<file path="src/include/wut_pkg.sv">
// wake-up timer package: register map, field layout, reset values, types
//
// Contract
// RQ1: running flag shows counting; permit gates change
// RQ2: running flag writes ignored without permit
// RQ3: auto-trim launches trimming at every underflow
// RQ4: software picks a proper trimming timer
// RQ5: auto card-detect runs detection; card raises interrupt
// RQ6: no card found returns to power-down
// RQ7: restart without gap; timer three times field
// RQ8: auto-reload reloads at zero, else stops
// RQ9: underflow sets the wake-up interrupt flag
// RQ10: auto-wake wakes system at every underflow
// RQ11: software sets auto-wake to re-enter power-down
// RQ12: clock select divides oscillator by 1/8/16/32
// RQ13: start event loads the 16-bit reload word
// RQ14: reload writes wait for next start event
// RQ15: counter value readable live as two bytes
// RQ16: timer reactivates system after programmed interval
// RQ17: each divided tick decrements; underflow from zero
`default_nettype none
package wut_pkg;

  // ==========================================================
  // register indices (byte address is four times the index)
  localparam int unsigned WUT_AW      = 8;
  localparam logic [5:0]  IDX_CTRL    = 6'h23;
  localparam logic [5:0]  IDX_RLD_HI  = 6'h24;
  localparam logic [5:0]  IDX_RLD_LO  = 6'h25;
  localparam logic [5:0]  IDX_CNT_HI  = 6'h26;
  localparam logic [5:0]  IDX_CNT_LO  = 6'h27;
  localparam logic [5:0]  IDX_STATUS  = 6'h30;
  localparam logic [5:0]  IDX_MASK    = 6'h31;

  // ==========================================================
  // control register bit positions
  localparam int unsigned CTL_RUN     = 7;
  localparam int unsigned CTL_PERMIT  = 6;
  localparam int unsigned CTL_TRIM    = 5;
  localparam int unsigned CTL_CARD    = 4;
  localparam int unsigned CTL_RELOAD  = 3;
  localparam int unsigned CTL_WAKE    = 2;
  localparam int unsigned CTL_CLK_HI  = 1;
  localparam int unsigned CTL_CLK_LO  = 0;

  // ==========================================================
  // status / mask bit positions
  localparam int unsigned ST_UNDER    = 0;
  localparam int unsigned ST_CARD     = 1;

  // ==========================================================
  // prescaler terminal counts for clock codes 0..3
  localparam logic [4:0]  DIV1_TERM   = 5'h00;
  localparam logic [4:0]  DIV8_TERM   = 5'h07;
  localparam logic [4:0]  DIV16_TERM  = 5'h0f;
  localparam logic [4:0]  DIV32_TERM  = 5'h1f;

  // ==========================================================
  // bus answers and reset values
  localparam logic [1:0]  RESP_OKAY   = 2'h0;
  localparam logic [1:0]  RESP_SLVERR = 2'h2;
  localparam logic [15:0] RELOAD_RST  = 16'h0000;
  localparam logic [15:0] COUNT_RST   = 16'h0000;

  // ==========================================================
  // types
  typedef enum logic [1:0] {
    WUT_WR_IDLE = 2'b00,
    WUT_WR_RESP = 2'b01
  } wut_wr_t;

  typedef enum logic [1:0] {
    WUT_PR_IDLE = 2'b00,
    WUT_PR_BUSY = 2'b01
  } wut_pr_t;

  typedef struct packed {
    logic       auto_trim_on_underflow;
    logic       auto_card_detect;
    logic       wakeup_auto_reload;
    logic       auto_wake_on_underflow;
    logic [1:0] wakeup_clock_select;
  } wut_cfg_t;

  typedef struct packed {
    logic       lfo_prev;
    logic [4:0] cnt;
    logic       tick;
  } wut_div_t;

  localparam wut_div_t WUT_DIV_RST = '0;

endpackage
`default_nettype wire

</file>
<file path="src/rtl/wut_lfo_div.sv">
// prescaler turning oscillator edges into counting ticks
`default_nettype none
module wut_lfo_div
  import wut_pkg::*;
(
  // clock and reset
  input  wire logic       aclk,
  input  wire logic       aresetn,
  // oscillator level and selection
  input  wire logic       lfo_clk_level,
  input  wire logic [1:0] clk_sel,
  input  wire logic       run,
  // one-cycle tick per divided period
  output logic            tick
);

  wut_div_t s_q;   // registered state
  wut_div_t s_d;   // next state
  logic [4:0] term; // terminal count for the selected divide

  // ==========================================================
  // divide selection
  always_comb begin
    case (clk_sel)
      2'b00:   term = DIV1_TERM;  // RQ12
      2'b01:   term = DIV8_TERM;  // RQ12
      2'b10:   term = DIV16_TERM; // RQ12
      default: term = DIV32_TERM; // RQ12
    endcase
  end

  // ==========================================================
  // edge counter; cleared while stopped so a start begins a full period
  always_comb begin
    s_d          = s_q;
    s_d.tick     = 1'b0;
    s_d.lfo_prev = lfo_clk_level;
    if (!run) begin
      s_d.cnt = 5'h00;
    end else if (lfo_clk_level && !s_q.lfo_prev) begin
      if (s_q.cnt >= term) begin
        s_d.cnt  = 5'h00;
        s_d.tick = 1'b1; // RQ17
      end else begin
        s_d.cnt = s_q.cnt + 5'h01;
      end
    end
  end

  // ==========================================================
  // state register
  always_ff @(posedge aclk) begin
    if (!aresetn) begin
      s_q <= WUT_DIV_RST;
    end else begin
      s_q <= s_d;
    end
  end

  assign tick = s_q.tick;

endmodule
`default_nettype wire

</file>
<file path="src/rtl/wut_top.sv">
// wake-up timer with card-detect trigger and AXI4-Lite register slave
//
// The AXI4-Lite register port was chosen for this implementation.
`default_nettype none
module wut_top
  import wut_pkg::*;
(
  // clock and reset
  input  wire logic              aclk,
  input  wire logic              aresetn,
  // axi4-lite write address
  input  wire logic [WUT_AW-1:0] s_axi_awaddr,
  input  wire logic              s_axi_awvalid,
  output logic                   s_axi_awready,
  // axi4-lite write data
  input  wire logic [31:0]       s_axi_wdata,
  input  wire logic [3:0]        s_axi_wstrb,
  input  wire logic              s_axi_wvalid,
  output logic                   s_axi_wready,
  // axi4-lite write response
  output logic [1:0]             s_axi_bresp,
  output logic                   s_axi_bvalid,
  input  wire logic              s_axi_bready,
  // axi4-lite read address
  input  wire logic [WUT_AW-1:0] s_axi_araddr,
  input  wire logic              s_axi_arvalid,
  output logic                   s_axi_arready,
  // axi4-lite read data
  output logic [31:0]            s_axi_rdata,
  output logic [1:0]             s_axi_rresp,
  output logic                   s_axi_rvalid,
  input  wire logic              s_axi_rready,
  // low-frequency oscillator level
  input  wire logic              lfo_clk_level,
  // trimming and card-detection machinery
  output logic                   trim_start,
  input  wire logic              trim_done,
  output logic                   card_detect_start,
  input  wire logic              card_detect_done,
  input  wire logic              card_found,
  // power manager
  output logic                   wake_request,
  output logic                   power_down_request,
  // interrupt
  output logic                   irq
);

  // ==========================================================
  // state layout
  typedef struct packed {
    wut_wr_t     wr;         // write channel state
    logic        aw_have;    // write address held
    logic        w_have;     // write data held
    logic [5:0]  aw_idx;     // held write index
    logic [7:0]  w_byte;     // held low data byte
    logic        w_lane0;    // low byte lane enabled
    logic        awready;
    logic        wready;
    logic        bvalid;
    logic [1:0]  bresp;
    logic        arready;
    logic        rvalid;
    logic [31:0] rdata;
    logic [1:0]  rresp;
    wut_cfg_t    cfg;        // control options
    logic        running;    // wakeup_running_flag
    logic [15:0] reload;     // wakeup_reload_word
    logic [15:0] count;      // live down-counter
    logic [1:0]  status;     // sticky events
    logic [1:0]  mask;       // interrupt enables
    logic        irq;
    wut_pr_t     pr;         // procedure tracking state
    logic        pend_trim;  // trimming still running
    logic        pend_card;  // detection still running
    logic        card_seen;  // detection found a card
    logic        trim_start;
    logic        card_start;
    logic        wake_req;
    logic        pd_req;
  } wut_st_t;

  wut_st_t    s_q;        // registered state
  wut_st_t    s_d;        // next state
  logic       tick;       // divided oscillator tick
  logic [1:0] st_set;     // events this cycle
  logic [1:0] st_clr;     // status read this cycle
  logic [5:0] ar_idx;     // read index
  logic [7:0] rd_byte;    // decoded read byte
  logic       rd_hit;     // read index mapped

  // ==========================================================
  // prescaler runs only while counting
  wut_lfo_div u_div (
    .aclk          (aclk),
    .aresetn       (aresetn),
    .lfo_clk_level (lfo_clk_level),
    .clk_sel       (s_q.cfg.wakeup_clock_select),
    .run           (s_q.running),
    .tick          (tick)
  );

  assign ar_idx = s_axi_araddr[7:2];

  // ==========================================================
  // read decode; the permit bit is write-only and reads zero
  always_comb begin
    rd_byte = 8'h00;
    rd_hit  = 1'b1;
    case (ar_idx)
      IDX_CTRL: begin
        rd_byte = {s_q.running, 1'b0, s_q.cfg}; // RQ1
      end
      IDX_RLD_HI: begin
        rd_byte = s_q.reload[15:8];
      end
      IDX_RLD_LO: begin
        rd_byte = s_q.reload[7:0];
      end
      IDX_CNT_HI: begin
        rd_byte = s_q.count[15:8]; // RQ15
      end
      IDX_CNT_LO: begin
        rd_byte = s_q.count[7:0]; // RQ15
      end
      IDX_STATUS: begin
        rd_byte = {6'h00, s_q.status};
      end
      IDX_MASK: begin
        rd_byte = {6'h00, s_q.mask};
      end
      default: begin
        rd_hit = 1'b0; // unmapped answers slverr
      end
    endcase
  end

  // ==========================================================
  // next-state logic: procedures, timer, bus writes, bus reads
  always_comb begin
    s_d            = s_q;
    st_set         = 2'b00;
    st_clr         = 2'b00;
    s_d.trim_start = 1'b0;
    s_d.card_start = 1'b0;
    s_d.wake_req   = 1'b0;
    s_d.pd_req     = 1'b0;

    // procedure completion, checked before a new underflow re-arms it
    if (s_q.pr == WUT_PR_BUSY) begin
      if (trim_done) begin
        s_d.pend_trim = 1'b0;
      end
      if (card_detect_done) begin
        s_d.pend_card = 1'b0;
        if (card_found) begin
          s_d.card_seen    = 1'b1;
          st_set[ST_CARD] = 1'b1; // RQ5
        end
      end
      if (!s_d.pend_trim && !s_d.pend_card) begin
        s_d.pr = WUT_PR_IDLE;
        // auto-wake doubles as the return-to-sleep enable
        if (!s_d.card_seen && s_q.cfg.auto_wake_on_underflow) begin
          s_d.pd_req = 1'b1; // RQ6 RQ11
        end
      end
    end

    // down-counter; underflow is the tick taken at zero
    if (s_q.running && tick) begin
      if (s_q.count == 16'h0000) begin
        st_set[ST_UNDER] = 1'b1; // RQ9
        if (s_q.cfg.auto_wake_on_underflow) begin
          s_d.wake_req = 1'b1; // RQ10 RQ16
        end
        if (s_q.cfg.auto_trim_on_underflow) begin
          s_d.trim_start = 1'b1; // RQ3
          s_d.pend_trim  = 1'b1;
          s_d.card_seen  = 1'b0; // a fresh procedure forgets old finds
          s_d.pr         = WUT_PR_BUSY;
        end
        if (s_q.cfg.auto_card_detect) begin
          // starts timer three, which sets the field-on window
          s_d.card_start = 1'b1; // RQ5 RQ7
          s_d.pend_card  = 1'b1;
          s_d.card_seen  = 1'b0;
          s_d.pr         = WUT_PR_BUSY;
        end
        if (s_q.cfg.wakeup_auto_reload || s_q.cfg.auto_card_detect) begin
          s_d.count = s_q.reload; // RQ8 RQ7
        end else begin
          s_d.running = 1'b0; // RQ8
        end
      end else begin
        s_d.count = s_q.count - 16'h0001; // RQ17
      end
    end

    // write channel: address and data taken in either order
    case (s_q.wr)
      WUT_WR_IDLE: begin
        if (s_axi_awvalid && s_q.awready) begin
          s_d.aw_have = 1'b1;
          s_d.aw_idx  = s_axi_awaddr[7:2];
        end
        if (s_axi_wvalid && s_q.wready) begin
          s_d.w_have  = 1'b1;
          s_d.w_byte  = s_axi_wdata[7:0];
          s_d.w_lane0 = s_axi_wstrb[0];
        end
        if (s_d.aw_have && s_d.w_have) begin
          s_d.aw_have = 1'b0;
          s_d.w_have  = 1'b0;
          s_d.bvalid  = 1'b1;
          s_d.bresp   = RESP_OKAY;
          s_d.wr      = WUT_WR_RESP;
          // software write lands after the timer, so it wins
          case (s_d.aw_idx)
            IDX_CTRL: begin
              if (s_d.w_lane0) begin
                s_d.cfg = s_d.w_byte[CTL_TRIM:CTL_CLK_LO];
                if (s_d.w_byte[CTL_PERMIT]) begin
                  s_d.running = s_d.w_byte[CTL_RUN]; // RQ1 RQ2
                  if (s_d.w_byte[CTL_RUN]) begin
                    s_d.count = s_q.reload; // RQ13
                  end
                end
              end
            end
            IDX_RLD_HI: begin
              if (s_d.w_lane0) begin
                s_d.reload[15:8] = s_d.w_byte; // RQ14
              end
            end
            IDX_RLD_LO: begin
              if (s_d.w_lane0) begin
                s_d.reload[7:0] = s_d.w_byte; // RQ14
              end
            end
            IDX_MASK: begin
              if (s_d.w_lane0) begin
                s_d.mask = s_d.w_byte[1:0];
              end
            end
            IDX_CNT_HI, IDX_CNT_LO, IDX_STATUS: begin
              s_d.bresp = RESP_OKAY; // read-only, write dropped
            end
            default: begin
              s_d.bresp = RESP_SLVERR;
            end
          endcase
        end
      end
      WUT_WR_RESP: begin
        if (s_axi_bready) begin
          s_d.bvalid = 1'b0;
          s_d.wr     = WUT_WR_IDLE;
        end
      end
      default: begin
        s_d.wr     = WUT_WR_IDLE;
        s_d.bvalid = 1'b0;
      end
    endcase
    s_d.awready = (s_d.wr == WUT_WR_IDLE) && !s_d.aw_have;
    s_d.wready  = (s_d.wr == WUT_WR_IDLE) && !s_d.w_have;

    // read channel: one outstanding read, answered next cycle
    if (s_q.rvalid) begin
      if (s_axi_rready) begin
        s_d.rvalid = 1'b0;
      end
    end else if (s_axi_arvalid && s_q.arready) begin
      s_d.rvalid = 1'b1;
      s_d.rdata  = {24'h00_0000, rd_byte};
      s_d.rresp  = rd_hit ? RESP_OKAY : RESP_SLVERR;
      if (ar_idx == IDX_STATUS) begin
        st_clr = 2'b11; // read clears the status
      end
    end
    s_d.arready = !s_d.rvalid;

    // sticky status: an event in the clearing cycle survives
    s_d.status = (s_q.status & ~st_clr) | st_set;
    s_d.irq    = |(s_d.status & s_d.mask);
  end

  // ==========================================================
  // state register
  always_ff @(posedge aclk) begin
    if (!aresetn) begin
      s_q <= '0;
    end else begin
      s_q <= s_d;
    end
  end

  // ==========================================================
  // outputs straight from the state register
  assign s_axi_awready      = s_q.awready;
  assign s_axi_wready       = s_q.wready;
  assign s_axi_bresp        = s_q.bresp;
  assign s_axi_bvalid       = s_q.bvalid;
  assign s_axi_arready      = s_q.arready;
  assign s_axi_rdata        = s_q.rdata;
  assign s_axi_rresp        = s_q.rresp;
  assign s_axi_rvalid       = s_q.rvalid;
  assign trim_start         = s_q.trim_start;
  assign card_detect_start  = s_q.card_start;
  assign wake_request       = s_q.wake_req;
  assign power_down_request = s_q.pd_req;
  assign irq                = s_q.irq;

endmodule
`default_nettype wire

</file>
<file path="config.mk">
export PLATFORM = sky130hd
export DESIGN_NAME = wut_top
export DESIGN_NICKNAME = d
export VERILOG_FILES = /design/src/include/wut_pkg.sv /design/src/rtl/wut_lfo_div.sv /design/src/rtl/wut_top.sv
export SDC_FILE = /design/constraint.sdc
export NUM_CORES = 1
export LEC_CHECK = 0
export ABC_CLOCK_PERIOD_IN_PS = 5500
export BUFFER_PORTS_ARGS = -buffer_cell sky130_fd_sc_hd__buf_2
export CORE_UTILIZATION = 25
export CTS_CLUSTER_DIAMETER = 120
export DETAILED_ROUTE_END_ITERATION = 8
export PLACE_DENSITY = 0.46
export SYNTH_ARGS = -nofsm -noshare
export SYNTH_HDL_FRONTEND = slang
export SYNTH_HIERARCHICAL = 1
export SYNTH_SLANG_ARGS = --single-unit
</file>
<file path="constraint.sdc">
create_clock -name aclk -period 5.5 [get_ports aclk]
set_input_delay 0.55 -clock aclk [delete_from_list [all_inputs] [get_ports aclk]]
set_output_delay 0.55 -clock aclk [all_outputs]
set_load 0.1 [all_outputs]
</file>
==> run_results.csv, run 1 <==
group,metric,value,unit
run_status,status,"completed",
timing,totalNegativeSetupSlack,0,ns
final_layout,finalCoreUtilization,28.8,%
cts,cts.sinks,94,
timing,rsz0062_at_grt,"no",
routing,wl_per_cell,15.4,um
timing,worstMarginPinSlew,0.991,ns
placement,dpl-instance-area,5360,um^2
worst_setup_path,max_stage_delay_on_crit_path,0.68,ns
logic_synthesis,post_synth_num_cell_types,68,
final_layout,largest_register_ff_count,67,
floorplanning,placement_rows,51,
worst_setup_path,crit_path_required_time,5.75,ns
worst_setup_path,timing.setup.critical_path_class,"reg -> reg",
logic_synthesis,synth-edff-count,0,
routing,detailroute.via_count,4494,
floorplanning,number_of_top_level_design_ports,109,
timing,post-route-min-period,2.77,ns
worst_hold_path,min_path_type,"in -> reg",
worst_setup_path,crit_path_cell_trace,"inv_1 -> ha_1 -> nor4b_1 -> and4_1 -> a21oi_1 -> a21oi_1 -> a21oi_1 -> o221a_2",
cts,insertion_delay,0.35,ns
worst_hold_path,timing.hold.worst_path_depth,2,
timing,final_number_of_hold_violating_endpoints,0,
logic_synthesis,synth-seq-cells,94,
cts,cts_bufs_inserted,9,
worst_setup_path,worst-path-max-fanout,16,
power,leakage,2.21,nW
routing,drt_wl_total,14000,um
logic_synthesis,syn_area_per_cell,8.29,um^2
timing,final.hold.worst_slack,0.400,ns
placement,io_buffer_count,51,
final_layout,num-nets-final,707,
floorplanning,fp.dieH,144,um
cts,postCtsHoldBufs,0,
floorplanning,initial_utilization,25.7,%
routing,ant_nets,0,
logic_synthesis,synth_top_cell_area_share,37.3,%
routing,dr.pass1.iters,5,
final_layout,n_antenna_cell,0,
final_layout,fin_area,5650,um^2
timing,maxClockFrequency,361,MHz
floorplanning,die_width,144,um
timing,relSlewSlack,33.3,%
worst_setup_path,startpoint_type,"register",
cts,cts.clk_slew.worst_paths,0.07,ns
final_layout,registers.top_by_ff_count,"s_q",
worst_setup_path,worst_path_max_delay_cell,"and4_1",
logic_synthesis,synthMostInstantiatedCell,"dfxtp_1",
timing,drv_slew,0,
routing,via_per_inst,4.95,
power,power_density,267,nW/um^2
worst_setup_path,crit_top_cell,"a21oi_1",
worst_setup_path,cpLargestDelayFamily,"simple AND/OR/NAND/NOR gates",
logic_synthesis,ys_seq_area_share,37.3,%
logic_synthesis,synthesis.area,5040,um^2
worst_setup_path,timing.rr.end,"s_q[25]",
timing,finalSetupViolations,0,
logic_synthesis,async_flop_share,0,%
worst_setup_path,worstSetupEndpointType,"register",
logic_synthesis,netlist_top_cells_count,"94 x dfxtp_1, 69 x nor2_1, 68 x nand2_1",
worst_setup_path,cp-startpoint,"s_q[14]",
placement,post-dp-hpwl,10300,um
power,vdd.ir_drop.worst,0.0994,mV
worst_hold_path,hold_path_startpoint,"s_axi_bready",
logic_synthesis,synthesis.yosys.warnings,6,
logic_synthesis,synthCells,608,
logic_synthesis,netlist_top_cells_area,"dfxtp_1 37%, mux2i_1 5.6%, buf_4 5.4%",
global_routing,grt_antenna_before_repair,0,
cts,cts.repair_timing.setup_buffer_count,0,
final_layout,final_layout_size_suffix_gt1_share,15.7,%
global_routing,grt_overflow,0,
cts,clock_tree.htree_level_count,3,
global_routing,grtUsageTotal,14.3,%
worst_setup_path,reg2reg_setup_slack,2.73,ns
cts,cts.path.max_buffers,2,
routing,drc,0,
run,drv_cap,0,
global_routing,first_global_vias,4187,
final_layout,syn_to_final_growth,12.1,%
worst_setup_path,worst_r2r_startpoint,"s_q[14]",
cts,postCtsResizedCells,0,
timing,skew,0.00797,ns
global_routing,pin_count_of_the_biggest_net_entering_global_routing,44,
timing,post-route-period-util,50.3,%
logic_synthesis,synth_flop_cell,"dfxtp_1",
cts,clk_root_buffer_cell,"clkbuf_16",
cts,cts_tree,"done",
floorplanning,coreArea,19600,um^2
logic_synthesis,yosys.area.top_type,"dfxtp_1",
placement,globalplace.congestion,0.826,
worst_hold_path,whs_endpoint,"s_axi_bvalid",
routing,detailedRoute.firstIterationViolations,431,
worst_setup_path,timing.critical_path.buf_inv,1,
worst_setup_path,reg2reg_depth,8,
global_routing,grt_pass1_wl,22500,um
floorplanning,total_die_area,20700,um^2
worst_setup_path,critPathArrivalTime,3.01,ns
worst reg2reg max path, delay by kind of cell, from the launching register on:
kind	cells	cell delay (ns)
simple gates	2	1.10
flops	1	0.35
fa+ha+maj	1	0.16
buf+inv	1	0.11
compound gates	4	0.94
through the flow:
stage	std cells	worst slack (ns)	total power [mW]
after detailed placement	891	2.52	0.911
after global routing	907	2.50	1.57
final	907	2.73	1.51
after floorplan	634	2.69	0.890
after CTS	907	2.76	1.53
after global placement	891	2.51	0.909
power by group:
group,internal [mW],switching (mW)
Sequential,0.690,0.00791
Clock,0.324,0.287
Combinational,0.0364,0.161
logic make-up (layout without fill, tap and decap cells):
family	Yosys count	count (layout)	synth area share, %
AND/OR/NAND/NOR	238	238	23.6
AO/OA/AOI/OAI	147	147	18.7
flip-flops	94	94	37.3
buffers and inverters	78	86	9.01
multiplexers	42	42	9.36
adder cells (fa/ha/maj)	7	7	1.74
other	1	27	0.0744
XOR/XNOR	1	1	0.174
routing by layer:
layer	global-route usage [%]	up-vias	share of wire (%)
li1	-	2179	-
met4	5.38	0	1.8
met5	0	-	0
met1	19.6	2167	48
met3	2.65	19	5.2
met2	22.1	129	45
placed cells by master (no fill, tap or decap), types with 7 or more instances in the layout:
cell type and n:
inv_1 14, o21ai_0 37, a222oi_1 7, a31oi_1 13, nand3_1 18, nor2_1 69, ha_1 7, nor3_1 19
nor4_1 7, and3_1 10, buf_2 51, conb_1 27, clkbuf_16 9, mux2i_1 28, nand2_1 68, a21oi_1 46
mux2_2 11, dfxtp_1 94
how the worst max path moves through the flow:
stage,to,slack [ns],cells after the start
after floorplan,s_q[38],2.69,8
after global placement,s_q[23],2.51,8
after detailed placement,s_q[23],2.52,8
after CTS,s_q[25],2.76,8
after global routing,s_q[25],2.50,8
final,s_q[25],2.73,8
final cells by class:
type                            instances  area [um^2]
Inverter                               15         56.3
Fill cell                            2107        13900
Tap cell                              265          332
Sequential cell                        94         1880
Timing Repair Buffer                   55          285
Multi-Input combinational cell        462         2810
Clock inverter                          5         42.5
Clock buffer                           11          243
Power figures use the tool's default switching activity.
==> run 2: changes to the inputs <==
Settings changed: ABC_CLOCK_PERIOD_IN_PS 5500 to 2850.
Clock period 5.5 ns to 2.85 ns, I/O delays scaled along.
==> run 2 against run 1 <==
  * Non-clock buffer count rose by 11
  * Final cell count rose by 1.1%
  * Count of clock-buffer cells in the layout fell by 1
  * Largest cell class unchanged
  * Via count rose by 1.3%
  * Clock skew rose by 0.0044 ns
  * Die area did not move
  * First-iteration DRC count fell by 8.1%
  * Core utilization rose by 0.40 points
  * Sequential power rose by 93%
  * Critical path depth fell by 1
==> run_results.csv, run 2 (synthesis results as in run 1) <==
group,metric,value,unit
cts,cts.repair_timing.setup_buffer_count,0,
routing,dr.pass1.iters,7,
floorplanning,number_of_top_level_design_ports,109,
global_routing,grt_antenna_before_repair,0,
cts,cts.sinks,94,
floorplanning,placement_rows,51,
global_routing,grt_overflow,0,
worst_setup_path,reg2reg_depth,7,
final_layout,n_antenna_cell,0,
timing,finalSetupViolations,0,
final_layout,final_common_cell,"dfxtp_1",
timing,rsz0062_at_grt,"no",
routing,detailedRoute.firstIterationViolations,396,
final_layout,syn_to_final_growth,13.6,%
floorplanning,initial_utilization,25.7,%
final_layout,mostFrequentLayoutCells,"94 x dfxtp_1, 69 x nor2_1, 68 x nand2_1",
worst_setup_path,worst-path-max-fanout,7,
cts,cts.path.max_buffers,2,
final_layout,registers.top_by_ff_count,"s_q",
global_routing,grt_pass1_wl,22600,um
timing,post-route-min-period,2.42,ns
global_routing,grtUsageTotal,14.4,%
worst_setup_path,worstSetupEndpointType,"register",
timing,final.hold.worst_slack,0.143,ns
cts,clk_root_buffer_cell,"clkbuf_16",
cts,cts_bufs_inserted,9,
routing,drt_wl_total,14200,um
routing,via_per_inst,4.96,
final_layout,register_area,1880,um^2
cts,clock_tree.htree_level_count,3,
routing,wl_per_cell,15.4,um
placement,io_buffer_count,51,
cts,insertion_delay,0.36,ns
worst_setup_path,startpoint_type,"register",
timing,relSlewSlack,39.1,%
timing,skew,0.0123,ns
power,vdd.ir_drop.worst,0.238,mV
timing,totalNegativeSetupSlack,0,ns
cts,cts_tree,"done",
final_layout,multi_input_area,2810,um^2
final_layout,nFillCells,2121,
floorplanning,die_width,144,um
timing,worstMarginPinSlew,0.906,ns
global_routing,pin_count_of_the_biggest_net_entering_global_routing,30,
timing,final_number_of_hold_violating_endpoints,0,
timing,post-route-period-util,85.1,%
final_layout,num-nets-final,718,
worst_hold_path,min_path_type,"in -> reg",
floorplanning,coreArea,19600,um^2
final_layout,final_layout_size_suffix_gt1_share,17.2,%
run,drv_cap,0,
floorplanning,total_die_area,20700,um^2
worst_setup_path,timing.setup.critical_path_class,"reg -> reg",
worst_hold_path,timing.hold.worst_path_depth,2,
routing,ant_nets,0,
placement,post-dp-hpwl,10500,um
global_routing,first_global_vias,4225,
timing,drv_slew,0,
cts,cts.clk_slew.worst_paths,0.07,ns
routing,detailroute.via_count,4551,
routing,drc,0,
final_layout,largest_register_ff_count,67,
run_status,status,"completed",
power,power_density,506,nW/um^2
placement,globalplace.congestion,0.917,
floorplanning,fp.dieH,144,um
worst_setup_path,crit_path_required_time,3.09,ns
worst_setup_path,critPathArrivalTime,2.67,ns
cts,postCtsHoldBufs,0,
timing,maxClockFrequency,412,MHz
power,leakage,2.27,nW
cts,postCtsResizedCells,0,
==> run 2: cell types whose count changed in the layout (fill, tap and decap cells not counted) <==
| cell | change |
|---|---|
| buf_4 | +11 |
| clkinvlp_4 | -3 |
| clkbuf_1 | -1 |
| clkinv_2 | +1 |
| clkinv_4 | +1 |
| inv_6 | +1 |
==> run 2: per-layer routing <==
layer / global-route usage, % / vias to the layer above / wire, um
met5: 0 / - / 0
met4: 6.10 / 0 / 324
met3: 2.58 / 17 / 793
met2: 22.8 / 153 / 6360
met1: 19.0 / 2171 / 6680
li1: - / 2210 / -
==> run 2: worst max-delay path: stages, from the launching register on <==
cell and delay [ns]:
dfxtp_1 0.36, inv_1 0.12, ha_1 0.15, nor4b_1 0.44
nand4_1 0.30, nor2_1 0.45, o21ai_0 0.25, and3_1 0.24
==> run 2: where the power goes <==
part / internal [mW] / leakage (nW) / switching (mW)
Combinational: 0.0733 / 1.37 / 0.311
Sequential: 1.33 / 0.761 / 0.0152
Clock: 0.623 / 0.141 / 0.544
==> run 2: worst paths after layout <==
path	start	to	slack, ns
setup / recovery	s_q[14]	s_q[8]	0.43
hold / removal	s_axi_bready	s_axi_bvalid	0.14
setup reg to reg	s_q[14]	s_q[8]	0.43
hold reg to reg	s_q[4]	power_down_request	0.44
==> run 2: cell type report <==
type / instances / area share, %
Tap cell: 265 / 5.79
Clock buffer: 10 / 4.17
Multi-Input combinational cell: 462 / 49.0
Inverter: 15 / 0.983
Clock inverter: 5 / 0.743
Timing Repair Buffer: 66 / 6.42
Sequential cell: 94 / 32.9
==> run 2: metrics by stage <==
step	std cells	power [mW]	setup WS, ns	utilization, %	cell area [um^2]
floorplan	634	1.72	0.0418	-	5140
global placement	902	1.76	0.467	27.8	5450
detailed placement	902	1.76	0.443	27.8	5450
CTS	917	2.94	0.464	29.2	5730
global route	917	3.02	0.142	29.2	5730
finish	917	2.90	0.426	29.2	5730
